`src/qcycle_pkg.sv`:
```
package qcycle_pkg;

    localparam int          DATA_W         = 8;
    localparam int          OP_W           = 16;
    localparam int          PC_W           = 16;
    localparam int          ADDR_W         = 8;
    localparam int          NIB_LO         = 0;
    localparam int          NIB_HI         = 4;
    localparam logic [15:0] RETFI_CODE     = 16'h0005;
    localparam logic [7:0]  RETLIT_HI      = 8'hB6;
    localparam logic [6:0]  ROTR_HI7       = 7'h10;
    localparam logic [6:0]  SETONES_HI7    = 7'h15;
    localparam logic [6:0]  SWAP_HI7       = 7'h0E;
    localparam logic [7:0]  ALL_ONES       = 8'hFF;
    localparam logic [7:0]  WORKING_REG_RESET     = 8'h00;
    localparam logic [15:0] PC_RESET       = 16'h0000;
    localparam logic        IRQ_DIS_RESET  = 1'b1;

    // Phase slots, Gray coded in order Q1, Q2, Q3, Q4.
    typedef enum logic [1:0] {
        PH_Q1 = 2'b00,
        PH_Q2 = 2'b01,
        PH_Q3 = 2'b11,
        PH_Q4 = 2'b10
    } phase_t;

    typedef enum logic [2:0] {
        OP_NONE   = 3'h0,
        OP_RETFI  = 3'h1,
        OP_RETLIT = 3'h2,
        OP_ROTR   = 3'h3,
        OP_SETONE = 3'h4,
        OP_SWAP   = 3'h5
    } op_kind_t;

    function automatic op_kind_t decode_op(input logic [15:0] w);
        if (w == RETFI_CODE) begin
            return OP_RETFI;
        end else if (w[15:8] == RETLIT_HI) begin
            return OP_RETLIT;
        end else if (w[15:9] == ROTR_HI7) begin
            return OP_ROTR;
        end else if (w[15:9] == SETONES_HI7) begin
            return OP_SETONE;
        end else if (w[15:9] == SWAP_HI7) begin
            return OP_SWAP;
        end
        return OP_NONE;
    endfunction

endpackage

```
`src/data_mem_if.sv`:
```
interface data_mem_if;
    import qcycle_pkg::*;
    logic [ADDR_W-1:0] addr;
    logic              wr_en;
    logic [DATA_W-1:0] wr_data;
    logic [DATA_W-1:0] rd_data;
    modport core (output addr, output wr_en, output wr_data, input rd_data);
    modport mem  (input addr, input wr_en, input wr_data, output rd_data);
endinterface

```
`src/qcycle_core.sv`:
```
// What this block does
// - Four equal phase slots per instruction cycle.
// - Phases decode, read, execute, write in order.
// - Rotate right, bit zero wraps to seven.
// - Destination bit picks working reg or source.
// - Set all ones; select bit guards working reg.
// - Swap nibbles, no flags touched, one cycle.
module qcycle_core
    import qcycle_pkg::*;
#(
    parameter int MEM_DEPTH = 256
) (
    input  wire logic              clock_in,
    input  wire logic              resetn_in,
    input  wire logic [OP_W-1:0]   opcode_in,
    input  wire logic              op_valid_in,
    input  wire logic [PC_W-1:0]   stack_top_in,
    input  wire logic [PC_W-1:0]   pc_high_latch_in,
    output logic [PC_W-1:0]        pc_out,
    output logic [DATA_W-1:0]      working_reg_out,
    output logic                   global_irq_disable_out,
    output logic                   stack_pop_out,
    output logic [1:0]             phase_out,
    output logic                   cycle_done_out,
    output logic                   forced_nop_out
);
    initial begin
        if (MEM_DEPTH < 1 || MEM_DEPTH > (1 << ADDR_W)) begin
            $error("qcycle_core: MEM_DEPTH out of range");
        end
    end

    data_mem_if mbus ();

    data_mem #(.DEPTH(MEM_DEPTH)) u_mem (
        .clock_in (clock_in),
        .bus      (mbus)
    );

    phase_t            phase_r;
    phase_t            phase_nxt;
    logic [OP_W-1:0]   instr_r;
    op_kind_t          kind_r;
    logic              flush_r;
    logic [DATA_W-1:0] operand_r;
    logic [DATA_W-1:0] working_reg_r;
    logic [PC_W-1:0]   pc_r;
    logic              irq_dis_r;
    logic              pop_r;
    logic              done_r;
    logic              nop_r;

    // Phase counter advances every clock: Q1 to Q4 then back.
    always_comb begin
        case (phase_r)
            PH_Q1:   phase_nxt = PH_Q2;
            PH_Q2:   phase_nxt = PH_Q3;
            PH_Q3:   phase_nxt = PH_Q4;
            PH_Q4:   phase_nxt = PH_Q1;
            default: phase_nxt = PH_Q1;
        endcase
    end

    always_ff @(posedge clock_in or negedge resetn_in) begin
        if (!resetn_in) begin
            phase_r <= PH_Q1;
        end else begin
            phase_r <= phase_nxt;
        end
    end

    wire       in_q1     = (phase_r == PH_Q1);
    wire       in_q2     = (phase_r == PH_Q2);
    wire       in_q3     = (phase_r == PH_Q3);
    wire       in_q4     = (phase_r == PH_Q4);
    op_kind_t  new_kind;
    assign new_kind = op_valid_in ? decode_op(opcode_in) : OP_NONE;
    wire       is_return = (new_kind == OP_RETFI) || (new_kind == OP_RETLIT);
    wire       dest_file = instr_r[8];
    wire       file_op   = (kind_r == OP_ROTR) || (kind_r == OP_SETONE)
                           || (kind_r == OP_SWAP);

    // Result of the execute phase.
    logic [DATA_W-1:0] exec_val;
    always_comb begin
        case (kind_r)
            OP_ROTR:   exec_val = {operand_r[0], operand_r[DATA_W-1:1]};
            OP_SWAP:   exec_val = {operand_r[NIB_HI-1:NIB_LO],
                                   operand_r[DATA_W-1:NIB_HI]};
            OP_SETONE: exec_val = ALL_ONES;
            OP_RETLIT: exec_val = instr_r[DATA_W-1:0];
            default:   exec_val = operand_r;
        endcase
    end

    // Q4 write steering: file gets rotate/swap with d=1, and set always.
    wire file_wr = in_q4 && !nop_r && file_op
                   && (dest_file || kind_r == OP_SETONE);
    wire working_reg_wr = in_q4 && !nop_r
                   && ((file_op && !dest_file) || kind_r == OP_RETLIT);

    assign mbus.addr    = instr_r[ADDR_W-1:0];
    assign mbus.wr_en   = file_wr;
    assign mbus.wr_data = exec_val;

    // Q1 decode, or forced nop in the flush cycle after a return.
    always_ff @(posedge clock_in or negedge resetn_in) begin
        if (!resetn_in) begin
            instr_r <= '0;
            kind_r  <= OP_NONE;
            flush_r <= 1'b0;
            nop_r   <= 1'b0;
        end else if (in_q1) begin
            if (flush_r) begin
                flush_r <= 1'b0;
                nop_r   <= 1'b1;
            end else begin
                instr_r <= opcode_in;
                kind_r  <= new_kind;
                flush_r <= is_return;
                nop_r   <= 1'b0;
            end
        end else if (in_q4 && flush_r) begin
            kind_r <= OP_NONE;
        end
    end

    // Q2 read operand; memory read data is registered, valid in Q3.
    always_ff @(posedge clock_in or negedge resetn_in) begin
        if (!resetn_in) begin
            operand_r <= '0;
        end else if (in_q3) begin
            operand_r <= mbus.rd_data;
        end
    end

    // Operand register loads at the Q3 edge, so execute is settled in Q4 before the Q4 edge.
    wire [DATA_W-1:0] wr_val = exec_val;

    always_ff @(posedge clock_in or negedge resetn_in) begin
        if (!resetn_in) begin
            working_reg_r <= WORKING_REG_RESET;
        end else if (working_reg_wr) begin
            if (kind_r != OP_SETONE || !dest_file) begin
                working_reg_r <= wr_val;
            end
        end
    end

    // Program flow and interrupt enable: returns in the execute phase, PC step in Q4.
    always_ff @(posedge clock_in or negedge resetn_in) begin
        if (!resetn_in) begin
            pc_r      <= PC_RESET;
            irq_dis_r <= IRQ_DIS_RESET;
            pop_r     <= 1'b0;
        end else begin
            pop_r <= 1'b0;
            if (in_q3 && !nop_r
                && (kind_r == OP_RETFI || kind_r == OP_RETLIT)) begin
                pc_r  <= stack_top_in;
                pop_r <= 1'b1;
                if (kind_r == OP_RETFI) begin
                    irq_dis_r <= 1'b0;
                end
            end else if (in_q4 && !flush_r && !nop_r
                         && !(kind_r == OP_RETFI || kind_r == OP_RETLIT)) begin
                pc_r <= pc_r + PC_W'(1);
            end
        end
    end

    // The high latch is only observed; the returns never modify it.
    wire unused_latch = ^pc_high_latch_in;

    always_ff @(posedge clock_in or negedge resetn_in) begin
        if (!resetn_in) begin
            done_r <= 1'b0;
        end else begin
            done_r <= in_q4 && !unused_latch || in_q4 && unused_latch;
        end
    end

    assign pc_out                 = pc_r;
    assign working_reg_out        = working_reg_r;
    assign global_irq_disable_out = irq_dis_r;
    assign stack_pop_out          = pop_r;
    assign phase_out              = phase_r;
    assign cycle_done_out         = done_r;
    assign forced_nop_out         = nop_r;
endmodule

```
`src/data_mem.sv`:
```
module data_mem
    import qcycle_pkg::*;
#(
    parameter int DEPTH = 256
) (
    input  wire logic clock_in,
    data_mem_if.mem   bus
);
    initial begin
        if (DEPTH < 1 || DEPTH > (1 << ADDR_W)) begin
            $error("data_mem: DEPTH out of range");
        end
    end

    logic [DATA_W-1:0] store [DEPTH];
    logic [DATA_W-1:0] rd_r;

    always_ff @(posedge clock_in) begin
        if (bus.wr_en) begin
            store[bus.addr] <= bus.wr_data;
        end
        rd_r <= store[bus.addr];
    end

    assign bus.rd_data = rd_r;
endmodule

```
`config.mk`:
```
export PLATFORM = sky130hd
export DESIGN_NAME = qcycle_core
export DESIGN_NICKNAME = d
export VERILOG_FILES = /design/src/qcycle_pkg.sv /design/src/data_mem_if.sv /design/src/qcycle_core.sv /design/src/data_mem.sv
export SDC_FILE = /design/constraint.sdc
export NUM_CORES = 2
export LEC_CHECK = 0
export ABC_AREA = 1
export BUFFER_PORTS_ARGS = -buffer_cell sky130_fd_sc_hd__buf_4
export CELL_PAD_IN_SITES_DETAIL_PLACEMENT = 1
export CELL_PAD_IN_SITES_GLOBAL_PLACEMENT = 1
export CORE_MARGIN = 5
export CORE_UTILIZATION = 55
export CTS_BUF_LIST = sky130_fd_sc_hd__clkbuf_16
export CTS_CLUSTER_SIZE = 30
export DETAILED_ROUTE_END_ITERATION = 8
export PLACE_DENSITY_LB_ADDON = 0.1
export SYNTH_ARGS = -nofsm -noshare
export SYNTH_HDL_FRONTEND = slang
export SYNTH_HIERARCHICAL = 1
export SYNTH_SLANG_ARGS = --single-unit
```
`constraint.sdc`:
```
create_clock -name clock_in -period 20.9 [get_ports clock_in]
set_input_delay 4.18 -clock clock_in [delete_from_list [all_inputs] [get_ports clock_in]]
set_output_delay 4.18 -clock clock_in [all_outputs]
set_load 0.01 [all_outputs]
```
After elaboration in Yosys (flattened, before gate mapping):

Memories as Yosys holds them, arrays and structs flattened. A register that Yosys moved wholly into a read port is not among the register bits.
Cells that the tools add are included.

* add/sub/neg operators: 1
* multiply operators: 0
* div/mod/pow operators: 0
* magnitude comparators: 0
* eq/ne operators: 17
* shift operators: 0
* muxes and demuxes: 24
* bitwise logic cells: 1
* reduce and logical (&&, ||, !) cells: 34

Operator list (number)
* 2-to-1 mux 16 bit: 2
* one-hot mux 8 bit (4 select lines): 1
* 2-to-1 mux 3 bit: 10
* adder 16 x 1 -> 16 bit, second input constant: 1
* equality test 16 x 3 -> 1 bit, second input constant: 1
* XOR reduction 16 bit: 1
* equality test 7 x 5 -> 1 bit, second input constant: 2
* logical AND 1 bit: 13
* 2-to-1 mux 1 bit: 10
* equality test 3 x 2 -> 1 bit, second input constant: 3
* equality test 8 bit, second input constant: 1
* logical OR 1 bit: 8
* one-hot mux 2 bit (4 select lines): 1
* AND reduction 2 bit: 4
* equality test 7 x 4 -> 1 bit, second input constant: 1
* equality test 3 x 1 -> 1 bit, second input constant: 2
* equality test 3 bit, second input constant: 2
* logical NOT 1 bit: 5
* equality test 2 bit, second input constant: 2
* nonzero test 2 bit: 2
* != test 3 bit, second input constant: 1
* equality test 2 x 1 -> 1 bit, second input constant: 1
* logical NOT 2 bit: 1
* != test 2 bit, second input constant: 1
* NOT 1 bit: 1

* register bits after elaboration: 51
* latch bits: 0
* bits in writable memories: 2048
* memory bits (read-only): 0
* output and inout bits: 30
* word-level logic and storage cells: 89
* memories kept: 1

Memory list
* u_mem.store: words 256, width 8, rd ports 1, clocked after Yosys merged registers in 1, write ports 1, RTL line data_mem.sv:15 `logic [DATA_W-1:0] store [DEPTH];`

Depth between registers and ports, before layout:

* depth after elaboration: 11
* depth in mapped cells: 15
* mapped depth without buffers: 13

Cells and area by module:

The synthesis kept the hierarchy.

Modules (own cells, without submodules)
* data_mem: instances 1, cells each 8021, area each 84856.4 sq um, seq. area each 61659.1 sq um
* qcycle_core: instances 1, cells each 411, area each 2914.0 sq um, seq. area each 1277.5 sq um

Least setup slack after synthesis:

No wires, ideal clock.

* path type: register -> register
* start: register kind_r[2]
* end: memory u_mem.store[0][0] (data pin)
* setup time: 2.198 ns
* data arrival time: 10.665 ns
* data required time: 18.702 ns
* path slack: 8.036 ns
* stages on the path, launching flop included: 3
* period minus slack after synthesis: 12.864 ns
* path through: dfrtp_1 xor2_2 o21ai_0

* cells in the longest elaborated chain, start to end: 2

Ends and longest elaborated chain
* from (decl): RTL line qcycle_core.sv:43 `op_kind_t kind_r;`
* from (signal assigned): RTL line qcycle_core.sv:119 `kind_r <= new_kind;`
* equality test 3 x 2 -> 1 bit or equality test 3 bit (tied branches): RTL line qcycle_core.sv:86 `case (kind_r)`
* one-hot mux 8 bit (4 select lines) (*): RTL line qcycle_core.sv:86
* via exec_val[0]: RTL line qcycle_core.sv:84 `logic [DATA_W-1:0] exec_val;`
* to (decl): RTL line data_mem.sv:15

The timed path passes the listed nets; every way through them passes the cells marked *.

==> out/metrics.cfg <==
[outcome]
run_status=completed

[cells_and_area]
drive_above_1_share=0.0559
regArea_mm2=0.0629
post-route-util=0.609
multi_input_area_mm2=0.0227
area_growth_pct=10.0
fin_nets=8427
fill_cells=16700

[die]
core_mm2=0.159
rows=146
die_w_um=409
die_area_mm2=0.168
ios=81
die_h_um=409
start_util=0.554

[sta]
min_period_over_period=0.315
finalSetupViolations=0
tightest_slew_ns=1.31
hold_viol=0
maxSlewHeadroom=0.129
fin_tns_setup_ns=0
grt_setup_unrepaired=false
fmax_mhz=152
min_period_ns=6.58
fin_skew_ns=0.0234
drv_slew=0

[logic_synthesis]
synth.largest_area_cell=edfxtp_1
synthTopCellsByArea=edfxtp_1, nand2_1, nor2_1, dfrtp_1, nand3_1
synthArstFlopShare=0.0242
syn-num-nets=8484
yosys_most_used_dff=edfxtp_1
syn_avg_cell_area_um2=10.4
synth_common_cells=nand2_1, edfxtp_1, nor2_1
synth_seq_area_share=0.717
yosysWarnings=6
ys_types=36
synth_edf_count=2048
synth.most_common_cell=nand2_1
synth.top_cell.area_share=0.701
syn_inst=8432
synth-seq-cells=2107
netlist_area_mm2=0.0878

[grt]
grt_use_total=0.313
antenna_found_initial=10
grt_pass1_vias=65200
grt_max_degree=189
grt_pass1_wl_mm=396
overflow=0

[clock_tree]
h-tree-depth=4
clock-sinks=2107
insertion_delay_ns=0.85
cts_buffers=213
post_cts_resized=0
cts_tree=done
clk_pin_slew_ns=0.06
cts_hold_buf=0
cts_max_path_buffers=3
post_cts_buffers=0
root_buffer=clkbuf_16

[routing]
ant_nets=0
drc_errors=0
routed_wl_mm=266
drtIter0Drc=6363
via_per_inst=5.83
via_count=62000
routedWlPerCell_um=25.0
drt_pass1_iterations=6

[hold_path]
hold_class=reg2reg

[worst_setup_path]
reg2regPathDepth=17
worstSetupEndpointType=flip-flop
crit_path_start_kind=flip-flop
crit_arrival_ns=7.32
required_ns=21.64
crit_fanout=117
worstSetupPathType=reg2reg
r2r-start=instr_r[0]
setup.worst_path.end=u_mem/bus.rd_data[5]
r2r_end=u_mem/bus.rd_data[5]
startpoint=instr_r[0]
rrSetupSlack_ns=14.32

[power_and_ir_drop]
vdd_drop_max_v=0.000101
p_per_area_mw_per_mm2=98.0
p_leak_nw=39.0

[place]
dp_hpwl_mm=152
portBuffers=64
gp_congestion=0.837

[job]
max-cap-violations=0

worst min-delay path by stage:
stage | slack [ns] | cells after the start | end | startpoint
final | 0.47 | 2 | operand_r[2] | u_mem/bus.rd_data[2]
after detailed placement | 0.46 | 2 | operand_r[2] | u_mem/bus.rd_data[2]
after floorplan | 0.45 | 2 | operand_r[0] | u_mem/bus.rd_data[0]
after global routing | 0.48 | 1 | global_irq_disable_out | global_irq_disable_out
after global placement | 0.45 | 2 | operand_r[6] | u_mem/bus.rd_data[6]
after CTS | 0.47 | 2 | operand_r[2] | u_mem/bus.rd_data[2]
cell type report:
type                    count  area share
multi-input cells        5815       0.236
clock buffers             215      0.0557
well taps                2072      0.0268
clock inverters           172      0.0134
diodes                      8    0.000207
flip-flops and latches   2107       0.652
inverters                  88     0.00380
repair buffers            150      0.0126
cell families after synthesis:
| group | after synthesis | share of synthesized area |
|---|---|---|
| and+or+nand+nor | 5556 | 0.242 |
| DFF | 2107 | 0.717 |
| buffers and inverters | 510 | 0.0254 |
| AOI/OAI and AO/OA | 254 | 0.0150 |
| xor gates and xnor gates | 4 | 0.000485 |
| adders and majority gates | 1 | 0.000143 |
report_power, final:
part,switching (mW),internal (mW)
Clock,1.59,2.09
Sequential,0.0275,4.86
Combinational,0.728,0.165
Total,2.35,7.11
cells in the final DEF, fill, tap and decap left out, drive strengths merged, types with 2 or more instances in the layout:
| cell | count |
|---|---|
| o211ai | 6 |
| diode | 8 |
| dfrtp | 50 |
| clkbuf | 215 |
| buf | 150 |
| nor2 | 420 |
| xor2 | 2 |
| nand4 | 8 |
| o22ai | 10 |
| bufinv | 19 |
| o221ai | 2 |
| dfxtp | 8 |
| xnor2 | 2 |
| clkinv | 80 |
| nor3 | 5 |
| edfxtp | 2048 |
| a21oi | 45 |
| nand3 | 214 |
| clkinvlp | 6 |
| nand2 | 4908 |
| o21ai | 189 |
| inv | 155 |
sequential cells by signal (all words and copies together) (netlist names), 2 cells and up:
name / cells
operand_r: 8
u_mem/bus.rd_data: 8
instr_r: 9
pc_out: 16
working_reg_out: 8
kind_r: 3
u_mem/store: 2048
phase_out: 2
stage by stage:
stage / hold WS (ns) / cell area (um^2) / power, mW / setup WS (ns) / instances
2_1_floorplan: 0.446 / 87800 / 5.62 / 8.04 / 8432
3_3_place_gp: 0.454 / 89900 / 5.80 / 14.69 / 10200
3_5_place_dp: 0.459 / 89900 / 5.85 / 14.61 / 10200
4_1_cts: 0.470 / 96500 / 9.50 / 14.57 / 10600
5_1_grt: 0.484 / 96500 / 9.78 / 14.15 / 10600
6_report: 0.467 / 96600 / 9.46 / 14.32 / 10600
worst max-delay path, cell delays in order (launching register included):
cell and delay [ns]:
dfrtp_4 0.65, inv_8 0.51, buf_4 0.68, buf_4 0.77
buf_4 0.83, buf_4 0.79, nand2_1 0.11, nand2_1 0.09
nand2_1 0.06, nand2_1 0.12, nand2_1 0.06, nand2_1 0.15
o21ai_1 0.20, nand2_1 0.30, nor2_1 0.11, nor2_1 0.17
nor2_1 0.15, nand2_1 0.21
layer usage:
| layer | wire (um) | global-route usage | vias up |
|---|---|---|---|
| met3 | 20200 | 0.0568 | 568 |
| met1 | 104000 | 0.403 | 31400 |
| met4 | 11900 | 0.138 | 2 |
| met5 | 9 | 0 | - |
| met2 | 130000 | 0.523 | 2420 |
| li1 | - | - | 27600 |
(Power assumes the default switching activity.)
